File: src/hw/dbpf_pkg.sv
// Functional notes
// - data packets 1..23, or 1..25 with packet 28
// - byte 6 holds coded block pointer
// - fields least significant bit first
// - pointer 0..C locates separator; D none
// - header: 5-bit id then 11-bit count
// - application id 0 is service information
// - count excludes header, at most 2047
// - pointer, separator, count are Hamming coded
// - filler 5E, separator A1, mutual inverses
// - blocks and counts carry across pages
// - ascending packets; gaps flagged as loss
// - separate assembly state per stream
// - packet 28 triplet 1 fixed code check
// - filler where separator expected: scan forward
// - payload bytes pass unmodified, 8 bits
// - last packet from low and high bits
//
// Package for the page-format data block receiver.
// Assumes one AHB-Lite clock domain and 32-bit data.
package dbpf_pkg;
   localparam logic [7:0] DBPF_SEP = 8'hA1;
   localparam logic [7:0] DBPF_FILL = 8'h5E;
   localparam logic [3:0] DBPF_SEP_NIB = 4'hC;
   localparam logic [3:0] DBPF_BP_MAX = 4'hC;
   localparam logic [3:0] DBPF_BP_NONE = 4'hD;
   localparam logic [4:0] DBPF_MAX_STD = 5'h17;
   localparam logic [4:0] DBPF_MAX_P28 = 5'h19;
   localparam logic [5:0] DBPF_PKT_BYTES = 6'h28;
   localparam logic [4:0] DBPF_APPID_SINFO = 5'h00;
   localparam logic [3:0] DBPF_P28_FUNC = 4'h1;
   localparam logic [2:0] DBPF_P28_CODE = 3'h1;
   localparam logic [9:0] DBPF_P28_TAIL = 10'h3FC;
   localparam logic [7:0] DBPF_OFS_CTRL = 8'h00;
   localparam logic [7:0] DBPF_OFS_STAT = 8'h04;
   localparam logic [7:0] DBPF_OFS_CNT0 = 8'h08;
   localparam logic [7:0] DBPF_OFS_CNT3 = 8'h14;
   localparam int DBPF_CTRL_EN_BIT = 0;
   localparam int DBPF_CTRL_MASK_LSB = 16;
   localparam logic [31:0] DBPF_CTRL_RST = 32'hFFFF_0001;
   localparam logic [31:0] DBPF_CTRL_WMASK = 32'hFFFF_0001;
   typedef enum logic [1:0] {DBPF_HUNT, DBPF_HDR, DBPF_DATA, DBPF_GAP} dbpf_mode_e;
endpackage : dbpf_pkg

File: src/hw/dbpf_rx.sv
// Receiver that unpacks data blocks from page data packets.
// Assumes packet and byte strobes come from hclk logic,
// one event per cycle, and an AHB-Lite master with no waits.
`timescale 1ns/1ns
module dbpf_rx (
   input wire logic hclk,
   input wire logic hresetn,
   input wire logic ce,
   input wire logic hsel,
   input wire logic [31:0] haddr,
   input wire logic [1:0] htrans,
   input wire logic hwrite,
   input wire logic [2:0] hsize,
   input wire logic [31:0] hwdata,
   input wire logic hready,
   output logic hreadyout,
   output logic [31:0] hrdata,
   output logic hresp,
   input wire logic hdr_valid,
   input wire logic [3:0] stream_identifier,
   input wire logic [2:0] last_packet_low_bits,
   input wire logic [1:0] last_packet_high_bits,
   input wire logic p28_valid,
   input wire logic [17:0] p28_triplet,
   input wire logic pkt_valid,
   input wire logic [4:0] pkt_addr,
   input wire logic byte_valid,
   input wire logic [7:0] byte_data,
   output logic blk_start,
   output logic [4:0] blk_app_id,
   output logic [10:0] blk_count,
   output logic blk_sinfo,
   output logic out_valid,
   output logic [7:0] out_data,
   output logic out_last,
   output logic pkt_loss
);
   import dbpf_pkg::*;

   logic [31:0] ctrl_q;
   logic [31:0] rdata_q;
   logic [15:0] cnt_q [4];
   logic [3:0] inc;
   logic [3:0] clr;
   logic wr_q;
   logic [7:0] wa_q;
   logic [7:0] ra;
   logic [31:0] rd_d;
   logic ahb_take;

   logic [3:0] s_q;
   logic s_ok_q;
   logic act_q;
   logic [5:0] pos_q;
   logic [3:0] bp_q;
   dbpf_mode_e mode_q [16];
   logic [10:0] rem_q [16];
   logic [11:0] hdr_q [16];
   logic [1:0] hcnt_q [16];
   logic [4:0] exp_q [16];
   logic [4:0] last_q [16];
   logic p28_q [16];

   dbpf_mode_e mode_cur;
   dbpf_mode_e mode_d;
   logic [10:0] rem_d;
   logic [11:0] hdr_d;
   logic [1:0] hcnt_d;
   logic [15:0] full;
   logic [3:0] nib;
   logic bad;
   logic sep_here;
   logic at_ptr;
   logic [5:0] ptr_pos;
   logic [4:0] max_addr;
   logic hdr_take;
   logic p28_take;
   logic p28_ok;
   logic pkt_take;
   logic pkt_rng;
   logic pkt_gap;
   logic hdr_gap;
   logic byte_take;
   logic blk_ev;
   logic dat_ev;
   logic last_ev;
   logic resync_ev;

   dbpf_ham84 u_ham (
      .code(byte_data),
      .nib(nib),
      .bad(bad)
   );

   // Stall the bus while the block is frozen
   assign hreadyout = ce;
   assign hresp = 1'b0;
   assign hrdata = rdata_q;

   assign mode_cur = mode_q[s_q];
   assign max_addr = p28_q[s_q] ? DBPF_MAX_P28 : DBPF_MAX_STD;
   assign hdr_take = hdr_valid && ctrl_q[DBPF_CTRL_EN_BIT];
   assign p28_take = p28_valid && s_ok_q;
   assign p28_ok = p28_triplet[3:0] == DBPF_P28_FUNC && p28_triplet[6:4] == DBPF_P28_CODE
      && p28_triplet[16:7] == DBPF_P28_TAIL;
   assign pkt_take = pkt_valid && s_ok_q;
   assign pkt_rng = pkt_addr == 5'h00 || pkt_addr > max_addr;
   assign pkt_gap = !pkt_rng && pkt_addr != exp_q[s_q];
   // Short page: packets after the last one seen never came
   assign hdr_gap = exp_q[stream_identifier] != 5'h00
      && exp_q[stream_identifier] != 5'(last_q[stream_identifier] + 5'h01);
   assign byte_take = byte_valid && act_q && pos_q < DBPF_PKT_BYTES;
   // Separator is a coded byte, so one bit error is tolerated
   assign sep_here = !bad && nib == DBPF_SEP_NIB;
   assign ptr_pos = 6'(6'(bp_q) * 6'h03 + 6'h01);
   assign at_ptr = bp_q <= DBPF_BP_MAX && pos_q == ptr_pos;
   assign full = {nib, hdr_q[s_q]};

   // Block assembly for one byte of the current stream
   always_comb begin
      mode_d = mode_cur;
      rem_d = rem_q[s_q];
      hdr_d = hdr_q[s_q];
      hcnt_d = hcnt_q[s_q];
      blk_ev = 1'b0;
      dat_ev = 1'b0;
      last_ev = 1'b0;
      resync_ev = 1'b0;
      if (pos_q == 6'h00) begin
         mode_d = mode_cur;
      end else if (at_ptr) begin
         // The pointer outranks the running count
         if (sep_here) begin
            resync_ev = mode_cur == DBPF_DATA || mode_cur == DBPF_HDR;
            mode_d = DBPF_HDR;
            hcnt_d = 2'h0;
         end else begin
            resync_ev = mode_cur != DBPF_HUNT;
            mode_d = DBPF_HUNT;
         end
      end else begin
         case (mode_cur)
            DBPF_GAP: begin
               if (sep_here) begin
                  mode_d = DBPF_HDR;
                  hcnt_d = 2'h0;
               end else if (byte_data != DBPF_FILL) begin
                  mode_d = DBPF_HUNT;
               end
            end
            DBPF_HDR: begin
               if (bad) begin
                  mode_d = DBPF_HUNT;
               end else if (hcnt_q[s_q] == 2'h3) begin
                  // First nibble is id[3:0], then id[4] in bit 0
                  blk_ev = 1'b1;
                  rem_d = full[15:5];
                  mode_d = full[15:5] == 11'h000 ? DBPF_GAP : DBPF_DATA;
               end else begin
                  hdr_d[{hcnt_q[s_q], 2'b00} +: 4] = nib;
                  hcnt_d = 2'(hcnt_q[s_q] + 2'h1);
               end
            end
            DBPF_DATA: begin
               dat_ev = 1'b1;
               rem_d = 11'(rem_q[s_q] - 11'h001);
               if (rem_q[s_q] == 11'h001) begin
                  last_ev = 1'b1;
                  mode_d = DBPF_GAP;
               end
            end
            default: begin
               mode_d = DBPF_HUNT;
            end
         endcase
      end
   end

   // Per-stream assembly state, kept across pages
   always_ff @(posedge hclk or negedge hresetn) begin
      if (!hresetn) begin
         for (int i = 0; i < 16; i++) begin
            mode_q[i] <= DBPF_HUNT;
            rem_q[i] <= 11'h000;
            hdr_q[i] <= 12'h000;
            hcnt_q[i] <= 2'h0;
            exp_q[i] <= 5'h00;
            last_q[i] <= 5'h00;
            p28_q[i] <= 1'b0;
         end
      end else if (ce) begin
         if (hdr_take) begin
            exp_q[stream_identifier] <= 5'h01;
            last_q[stream_identifier] <= {last_packet_high_bits, last_packet_low_bits};
            p28_q[stream_identifier] <= 1'b0;
            if (hdr_gap) begin
               mode_q[stream_identifier] <= DBPF_HUNT;
            end
         end else if (p28_take) begin
            p28_q[s_q] <= p28_ok;
         end else if (pkt_take) begin
            exp_q[s_q] <= pkt_rng ? exp_q[s_q] : 5'(pkt_addr + 5'h01);
            if (pkt_gap) begin
               mode_q[s_q] <= DBPF_HUNT;
            end
         end else if (byte_take) begin
            mode_q[s_q] <= mode_d;
            rem_q[s_q] <= rem_d;
            hdr_q[s_q] <= hdr_d;
            hcnt_q[s_q] <= hcnt_d;
         end
      end
   end

   // Packet tracking for the stream of the last header
   always_ff @(posedge hclk or negedge hresetn) begin
      if (!hresetn) begin
         s_q <= 4'h0;
         s_ok_q <= 1'b0;
         act_q <= 1'b0;
         pos_q <= 6'h00;
         bp_q <= DBPF_BP_NONE;
      end else if (ce) begin
         if (hdr_take) begin
            s_q <= stream_identifier;
            s_ok_q <= ctrl_q[DBPF_CTRL_MASK_LSB + 32'(stream_identifier)];
            act_q <= 1'b0;
         end else if (hdr_valid) begin
            s_ok_q <= 1'b0;
            act_q <= 1'b0;
         end else if (pkt_take) begin
            act_q <= !pkt_rng;
            pos_q <= 6'h00;
         end else if (byte_take) begin
            pos_q <= 6'(pos_q + 6'h01);
            if (pos_q == 6'h00) begin
               // Unreadable pointer falls back to the running count
               bp_q <= bad ? DBPF_BP_NONE : nib;
            end
         end
      end
   end

   // Outputs
   always_ff @(posedge hclk or negedge hresetn) begin
      if (!hresetn) begin
         blk_start <= 1'b0;
         blk_app_id <= 5'h00;
         blk_count <= 11'h000;
         blk_sinfo <= 1'b0;
         out_valid <= 1'b0;
         out_data <= 8'h00;
         out_last <= 1'b0;
         pkt_loss <= 1'b0;
      end else if (ce) begin
         blk_start <= byte_take && blk_ev;
         out_valid <= byte_take && dat_ev;
         out_last <= byte_take && last_ev;
         pkt_loss <= (pkt_take && pkt_gap) || (hdr_take && hdr_gap);
         if (byte_take && blk_ev) begin
            blk_app_id <= full[4:0];
            blk_count <= full[15:5];
            blk_sinfo <= full[4:0] == DBPF_APPID_SINFO;
         end
         if (byte_take && dat_ev) begin
            out_data <= byte_data;
         end
      end
   end

   // Event counters: loss, resync, blocks, out of range
   assign inc[0] = (pkt_take && pkt_gap) || (hdr_take && hdr_gap);
   assign inc[1] = byte_take && resync_ev;
   assign inc[2] = byte_take && blk_ev;
   assign inc[3] = pkt_take && pkt_rng;

   always_ff @(posedge hclk or negedge hresetn) begin
      if (!hresetn) begin
         for (int i = 0; i < 4; i++) begin
            cnt_q[i] <= 16'h0000;
         end
      end else if (ce) begin
         for (int i = 0; i < 4; i++) begin
            // An event in the clearing cycle is kept
            if (clr[i]) begin
               cnt_q[i] <= {15'h0000, inc[i]};
            end else if (inc[i] && cnt_q[i] != 16'hFFFF) begin
               cnt_q[i] <= 16'(cnt_q[i] + 16'h0001);
            end
         end
      end
   end

   // AHB-Lite slave, zero wait states while ce is high
   assign ahb_take = hsel && htrans[1] && hready;
   assign ra = haddr[7:0];

   always_comb begin
      rd_d = 32'h0000_0000;
      clr = 4'h0;
      if (ra == DBPF_OFS_CTRL) begin
         rd_d = ctrl_q;
      end else if (ra == DBPF_OFS_STAT) begin
         rd_d = {24'h00_0000, p28_q[s_q], mode_cur, act_q, s_q};
      end else if (ra >= DBPF_OFS_CNT0 && ra <= DBPF_OFS_CNT3 && ra[1:0] == 2'b00) begin
         rd_d = {16'h0000, cnt_q[2'(ra[4:2] - 3'h2)]};
      end
      if (wr_q && wa_q >= DBPF_OFS_CNT0 && wa_q <= DBPF_OFS_CNT3) begin
         clr[2'(wa_q[4:2] - 3'h2)] = 1'b1;
      end
   end

   always_ff @(posedge hclk or negedge hresetn) begin
      if (!hresetn) begin
         wr_q <= 1'b0;
         wa_q <= 8'h00;
         rdata_q <= 32'h0000_0000;
      end else if (ce) begin
         wr_q <= ahb_take && hwrite;
         if (ahb_take) begin
            wa_q <= ra;
            rdata_q <= hwrite ? 32'h0000_0000 : rd_d;
         end
      end
   end

   always_ff @(posedge hclk or negedge hresetn) begin
      if (!hresetn) begin
         ctrl_q <= DBPF_CTRL_RST;
      end else if (ce && wr_q && wa_q == DBPF_OFS_CTRL) begin
         ctrl_q <= hwdata & DBPF_CTRL_WMASK;
      end
   end
endmodule : dbpf_rx

File: src/hw/dbpf_ham84.sv
// Hamming 8/4 decoder with single-error correction.
// Assumes the byte is already in the hclk domain.
`timescale 1ns/1ns
module dbpf_ham84 (
   input wire logic [7:0] code,
   output logic [3:0] nib,
   output logic bad
);
   logic a;
   logic b;
   logic c;
   logic d;
   always_comb begin
      // Bit 1 is the first bit sent, held in code[0]
      a = code[0] ^ code[1] ^ code[5] ^ code[7];
      b = code[1] ^ code[2] ^ code[3] ^ code[7];
      c = code[1] ^ code[3] ^ code[4] ^ code[5];
      d = ^code;
      nib[0] = code[1] ^ (!a && !b && !c);
      nib[1] = code[3] ^ (a && !b && !c);
      nib[2] = code[5] ^ (!a && b && !c);
      nib[3] = code[7] ^ (!a && !b && c);
      // Any failed sub-check with good overall parity is a double error
      bad = !(a && b && c) && d;
   end
endmodule : dbpf_ham84

File: config.mk
export PLATFORM = sky130hd
export DESIGN_NAME = dbpf_rx
export DESIGN_NICKNAME = d
export VERILOG_FILES = /design/src/hw/dbpf_pkg.sv /design/src/hw/dbpf_rx.sv /design/src/hw/dbpf_ham84.sv
export SDC_FILE = /design/constraint.sdc
export NUM_CORES = 2
export LEC_CHECK = 0
export BUFFER_PORTS_ARGS = -buffer_cell sky130_fd_sc_hd__buf_2
export CORE_ASPECT_RATIO = 1.2
export CORE_UTILIZATION = 30
export CTS_CLUSTER_DIAMETER = 200
export CTS_CLUSTER_SIZE = 20
export DETAILED_ROUTE_END_ITERATION = 10
export PLACE_DENSITY_LB_ADDON = 0.12
export SYNTH_ARGS = -nofsm -noshare
export SYNTH_HDL_FRONTEND = slang
export SYNTH_SLANG_ARGS = --single-unit
File: constraint.sdc
create_clock -name hclk -period 7.1 [get_ports hclk]
set_input_delay 0.71 -clock hclk [delete_from_list [all_inputs] [get_ports hclk]]
set_output_delay 0.71 -clock hclk [all_outputs]
set_load 0.05 [all_outputs]
# After elaboration in Yosys (flattened, before gate mapping)
# Index checks and enable logic that the tools add are counted.
# W data, S select, Z words.
# totals
regBits	775
output_inout_bits	63
elab_cells	434
# op_classes
addsub	14
n_mul	1
magnitude_cmp	15
eq_ne	21
shift	2
muxes	130
n_bitwise	29
reduce_logical	89
# ops
op	count
$mux W32	8
$mux W80	3
$mux W16	14
$bwmux W192	1
$bwmux W176	1
$bwmux W80	2
$mux W12	8
$mux W11	7
$add A16 B1 Y16 const B	4
$and A32 B32 Y32	2
$and A64 B64 Y64	1
$bwmux W32	2
$ne A16 B16 Y1 const B	4
$not A32 Y32	2
$not A64 Y64	1
$bmux W5 S4	3
$bmux W12 S4	1
$demux W12 S4	1
$mux W5	9
$bmux W11 S4	1
$demux W11 S4	1
$logic_and A1 B1 Y1	44
$demux W5 S4	2
$mux W2	18
72 further kinds	161

# Logic depth before layout (Yosys ltp)
# depth
word_depth	19
mapped_depth	20

# Modules after synthesis
# A second synthesis with hierarchy kept.
# hier_totals
hier_cells	3280
area_unflattened_um2	37808.8
# by_module_without_submodules
mod	n_inst	cells_per_inst	area_per_inst_um2
dbpf_rx	1	3245	37536.0
dbpf_ham84	1	35	272.8

# Worst setup path after synthesis
# Ideal clock, no wire load.
# synth_path
path_kind	flip-flop to flip-flop
from	register s_q[0]
to	register mode_q[25] in the netlist's numbering
arrival_ps	4993
required_time_ps	6974
setup_slack_ps	1981
path_stages_with_launch	19
path_buffers	9
synth_period_minus_slack_ps	5119
cell_sequence	dfrtp_1 -> buf_6 -> buf_8 -> buf_4 -> buf_6 -> buf_4 -> buf_6 -> buf_2 -> buf_4 -> mux4_2 -> mux4_2 -> ha_1 -> a21o_1 -> a21o_1 -> a31oi_1 -> a41o_1 -> clkbuf_1 -> o21ai_0 -> a311o_1
# synth_between
elab_chain_cells	15
word_cells_on_any_way	50
cone_classes	3 x order compare; 7 x eq/ne; 32 x mux; 3 x bitwise; 5 x reduce/logical
# synth_rtl
element	line_no	rtl
start, declared	dbpf_rx.sv:51	logic [3:0] s_q;
start signal, assigned	dbpf_rx.sv:225	s_q <= stream_identifier;
$not A4 Y5 (implied by the code) (*)	-	
$bmux W2 S4	dbpf_rx.sv:154	end else if (hcnt_q[s_q] == 2'h3) begin
$mux W2 (implied by the code) (2 in a row)	dbpf_rx.sv:154	
$eq A2 B2 Y1	dbpf_rx.sv:154	
$mux W2	dbpf_rx.sv:154	
$mux W2	dbpf_rx.sv:152	if (bad) begin
$pmux W2 S3	dbpf_rx.sv:142	case (mode_cur)
$mux W2	dbpf_rx.sv:131	end else if (at_ptr) begin
$mux W2	dbpf_rx.sv:129	if (pos_q == 6'h00) begin
$bwmux W32	dbpf_rx.sv:207	mode_q[s_q] <= mode_d;
$mux W32	dbpf_rx.sv:206	end else if (byte_take) begin
$mux W32	dbpf_rx.sv:201	end else if (pkt_take) begin
$mux W32	dbpf_rx.sv:199	end else if (p28_take) begin
$mux W32	dbpf_rx.sv:192	if (hdr_take) begin
end signal, assigned by index	dbpf_rx.sv:207	
end, declared	dbpf_rx.sv:56	dbpf_mode_e mode_q [16];
# Every way passes the cells marked *; elsewhere a longest branch is shown, timed or not. The select of a mux whose other input is x is not followed.
# A chain may end at the register's enable or synchronous reset.

# Worst setup path in the final report
# layout_path
from	register s_q[0]
to	register rem_q[27] in the netlist's numbering
# layout_between
elab_chain_cells	11
word_cells_on_any_way	28
cone_classes	1 x add/sub; 2 x order compare; 3 x eq/ne; 20 x mux; 1 x bitwise; 1 x reduce/logical
# layout_rtl
element	line_no	rtl
$not A4 Y5 (implied by the code) (*)	-	
parallel branches: the longest is 9 deep, another holds $sub A11 B1 Y11	-	
$bwmux W176 (*)	dbpf_rx.sv:208	rem_q[s_q] <= rem_d;
end signal, assigned by index	dbpf_rx.sv:208	
end, declared	dbpf_rx.sv:57	logic [10:0] rem_q [16];
# Every way passes the cells marked *. The select of a mux whose other input is x is not followed.

==> summary.txt <==
Worst setup path
  • Crit path from: s_q[0]
  • Worst Path Arrival: 5.85 ns
  • RR Endpoint: rem_q[27]
  • Worst reg2reg startpoint: s_q[0]
  • R2R setup slack: 1.86 ns
  • Kind of critical path: flip-flop to flip-flop
  • Crit path to: rem_q[27]
  • Worst Setup Start Kind: flip-flop
  • Reg2reg path depth: 9
  • Critical path endpoint category: flip-flop
  • CP Max Fanout: 56
  • CP required: 7.71 ns

Synth
  • Mapped Cells: 3610
  • Ys Warns: 0
  • Register bit total from synthesis: 775
  • Register area share after synthesis: 49.77%
  • Number of synthesized flops with an enable pin: 0
  • Avg Cell Area, Syn: 10.81 um^2
  • Count of cell types in the netlist: 90
  • Post-synth ARST share: 100.0%
  • Mapped cell area: 39020 um^2
  • Syn nets: 3764
  • Main synth FF type: dfrtp_1

Clocking
  • CTS buffer count: 44
  • Post_cts resized: 0
  • Clock Pin Slew Worst Setup and Hold Paths: 0.10 ns
  • Clk root buf: clkbuf_16
  • CTS tree: done
  • Max Root-Sink Buffers: 3
  • Skew-Pair Late Insertion Delay: 0.68 ns
  • Post-CTS Hold Buffers: 0
  • Htree depth: 2
  • Post-CTS Setup Inserts: 0
  • # clock sinks: 775

Pwr
  • Pwr Total: 0.01102 W
  • PD cells: 255.8 nW/um^2
  • VDD IR max: 0.0001850 V
  • P_leak: 19.09 nW

Timing
  • Final Skew: 0.05457 ns
  • Post-Route Setup TNS: 0 ns
  • Unrepaired setup endpoints after global routing: false
  • Crit path time final: 5.242 ns
  • Highest clock rate: 190.8 MHz
  • Hold Slack: 0.04632 ns
  • Slew HR: 23.87%
  • # setup viols final: 0
  • Tightest Pin Transition: 1.138 ns
  • Slew Limit Fails: 0
  • Final hold viol count: 0
  • Period utilisation layout: 73.83%

Floorplan
  • Die ar.: 131500 um^2
  • Die width: 331.2 um
  • Num rows: 144
  • Die height: 397.1 um
  • Core outline area: 128600 um^2
  • Initial Utilization: 30.33%
  • I/O Pins: 182

Cells and area
  • Finished Core Util: 33.49%
  • Ant diodes: 0
  • Most frequent cells in the layout: 751 x dfrtp_1, 518 x nor2_1, 454 x a21oi_1
  • Area Growth Syn to Fin: 10.42%
  • Commonest non-fill, non-tap cell in the layout: dfrtp_1
  • NumNets Final: 3786
  • Fraction of layout cells with a size suffix above 1: 20.25%
  • Post-route non-filler standard cell count: 5329

Placement
  • Hpwl dp: 84.73 mm
  • Dpl cells: 5265
  • RePlAce Congestion: 0.8165
  • Buffers on Ports: 136

Route
  • Vias per std cell: 5.361
  • Via count: 28.57k
  • Drt pass-1 iters: 6
  • Drt total wl: 126.4 mm
  • # DRC: 0
  • Antenna-violating nets left: 0
  • DR WL/cell: 23.73 um
  • Initial DRC count: 2099

GRT
  • Grt total ovfl: 0
  • Total track usage: 19.23%
  • Vias in the first global route: 28.74k
  • Largest net degree at the start of global routing: 138
  • Global-route wire length before repair: 193.8 mm
  • Initial antenna violation count: 1

Run
  • Max Cap Viol: 0

Run status
  • Status: finished, final reports clean

Worst hold path
  • Min-Delay Path Class: primary input to asynchronous set/reset pin
[sequential cells by signal (all words and copies together), names as in the netlist, 8 cells and up]
| register | cells |
|---|---|
| hrdata | 32 |
| wa_q | 8 |
| blk_count | 11 |
| rem_q | 176 |
| out_data | 8 |
| mode_q | 32 |
| hdr_q | 192 |
| hcnt_q | 32 |
| cnt_q | 64 |
| exp_q | 80 |
| ctrl_q | 17 |
| last_q | 80 |
| p28_q | 16 |
[logic make-up after synthesis]
family	after synthesis	synth area share (%)
multiplexers	380	17.00
flip-flops	775	49.77
adder cells (fa/ha/maj)	35	1.142
other	1	0.009611
AND/OR/NAND/NOR	1105	12.44
buffers and inverters	326	3.527
AO/OA/AOI/OAI	923	14.61
XOR/XNOR	65	1.498
[worst max-delay path, stage by stage, from the launching register on]
cell	delay, ns
dfrtp_4	0.94
buf_12	0.51
buf_4	0.43
mux4_2	0.55
mux4_2	0.64
nor4b_4	0.48
nand4_1	0.15
mux2_2	0.30
o21ai_1	0.81
mux2_2	0.30
[worst min path at each step]
stage,from,end,cells past startpoint
global route,hresetn,cnt_q[11],1
CTS,hresetn,pos_q[5],1
floorplan,hresetn,act_q,0
global placement,wa_q[5],wa_q[5],2
finish,hresetn,cnt_q[9],1
detailed placement,wa_q[5],wa_q[5],2
[power breakdown]
part / switching [W] / internal (W)
clock network: 0.00163 / 0.00116
logic: 0.00227 / 0.00110
registers: 0.000250 / 0.00461
total: 0.00414 / 0.00688
[through the flow]
stage / cell area [um^2] / worst slack [ns]
floorplan: 39020 / 1.981
global placement: 41840 / 1.746
detailed placement: 41840 / 1.798
CTS: 43080 / 1.774
global route: 43080 / 1.509
finish: 43080 / 1.858
[layer usage]
layer	wire length, um	GRT usage, %	vias up
met3	4207	1.998	142
met1	56810	25.91	14657
li1	-	-	13186
met5	0	0	-
met4	3258	5.341	0
met2	62150	32.79	584
[area by class of cell]
cell class / count / area, um^2
Multi-Input combinational cell: 2509 / 18440
Fill cell: 13045 / 85560
Clock buffer: 60 / 1161
Clock inverter: 4 / 83.83
Inverter: 50 / 187.7
Sequential cell: 775 / 19430
Timing Repair Buffer: 252 / 1677
Tap cell: 1679 / 2101
[synth_stat cells (27+ instances only)]
library cell    n  area, um^2
buf_1          28       105.1
mux4_2        202        4549
nor3_1         27       135.1
a31oi_1        36       225.2
a21oi_1       455        2277
nor2_1        535        2008
buf_2          29       145.1
nand3_1        85       425.4
clkbuf_1      197       739.5
mux2_2        149        1678
inv_1          50       187.7
a22oi_1        54       405.4
dfrtp_1       755       18890
nand2_1       286        1074
xnor2_1        38       332.8
a22o_1         78       683.2
ha_1           34       425.4
o21ai_0       121       605.6
(Power assumes the default switching activity.)
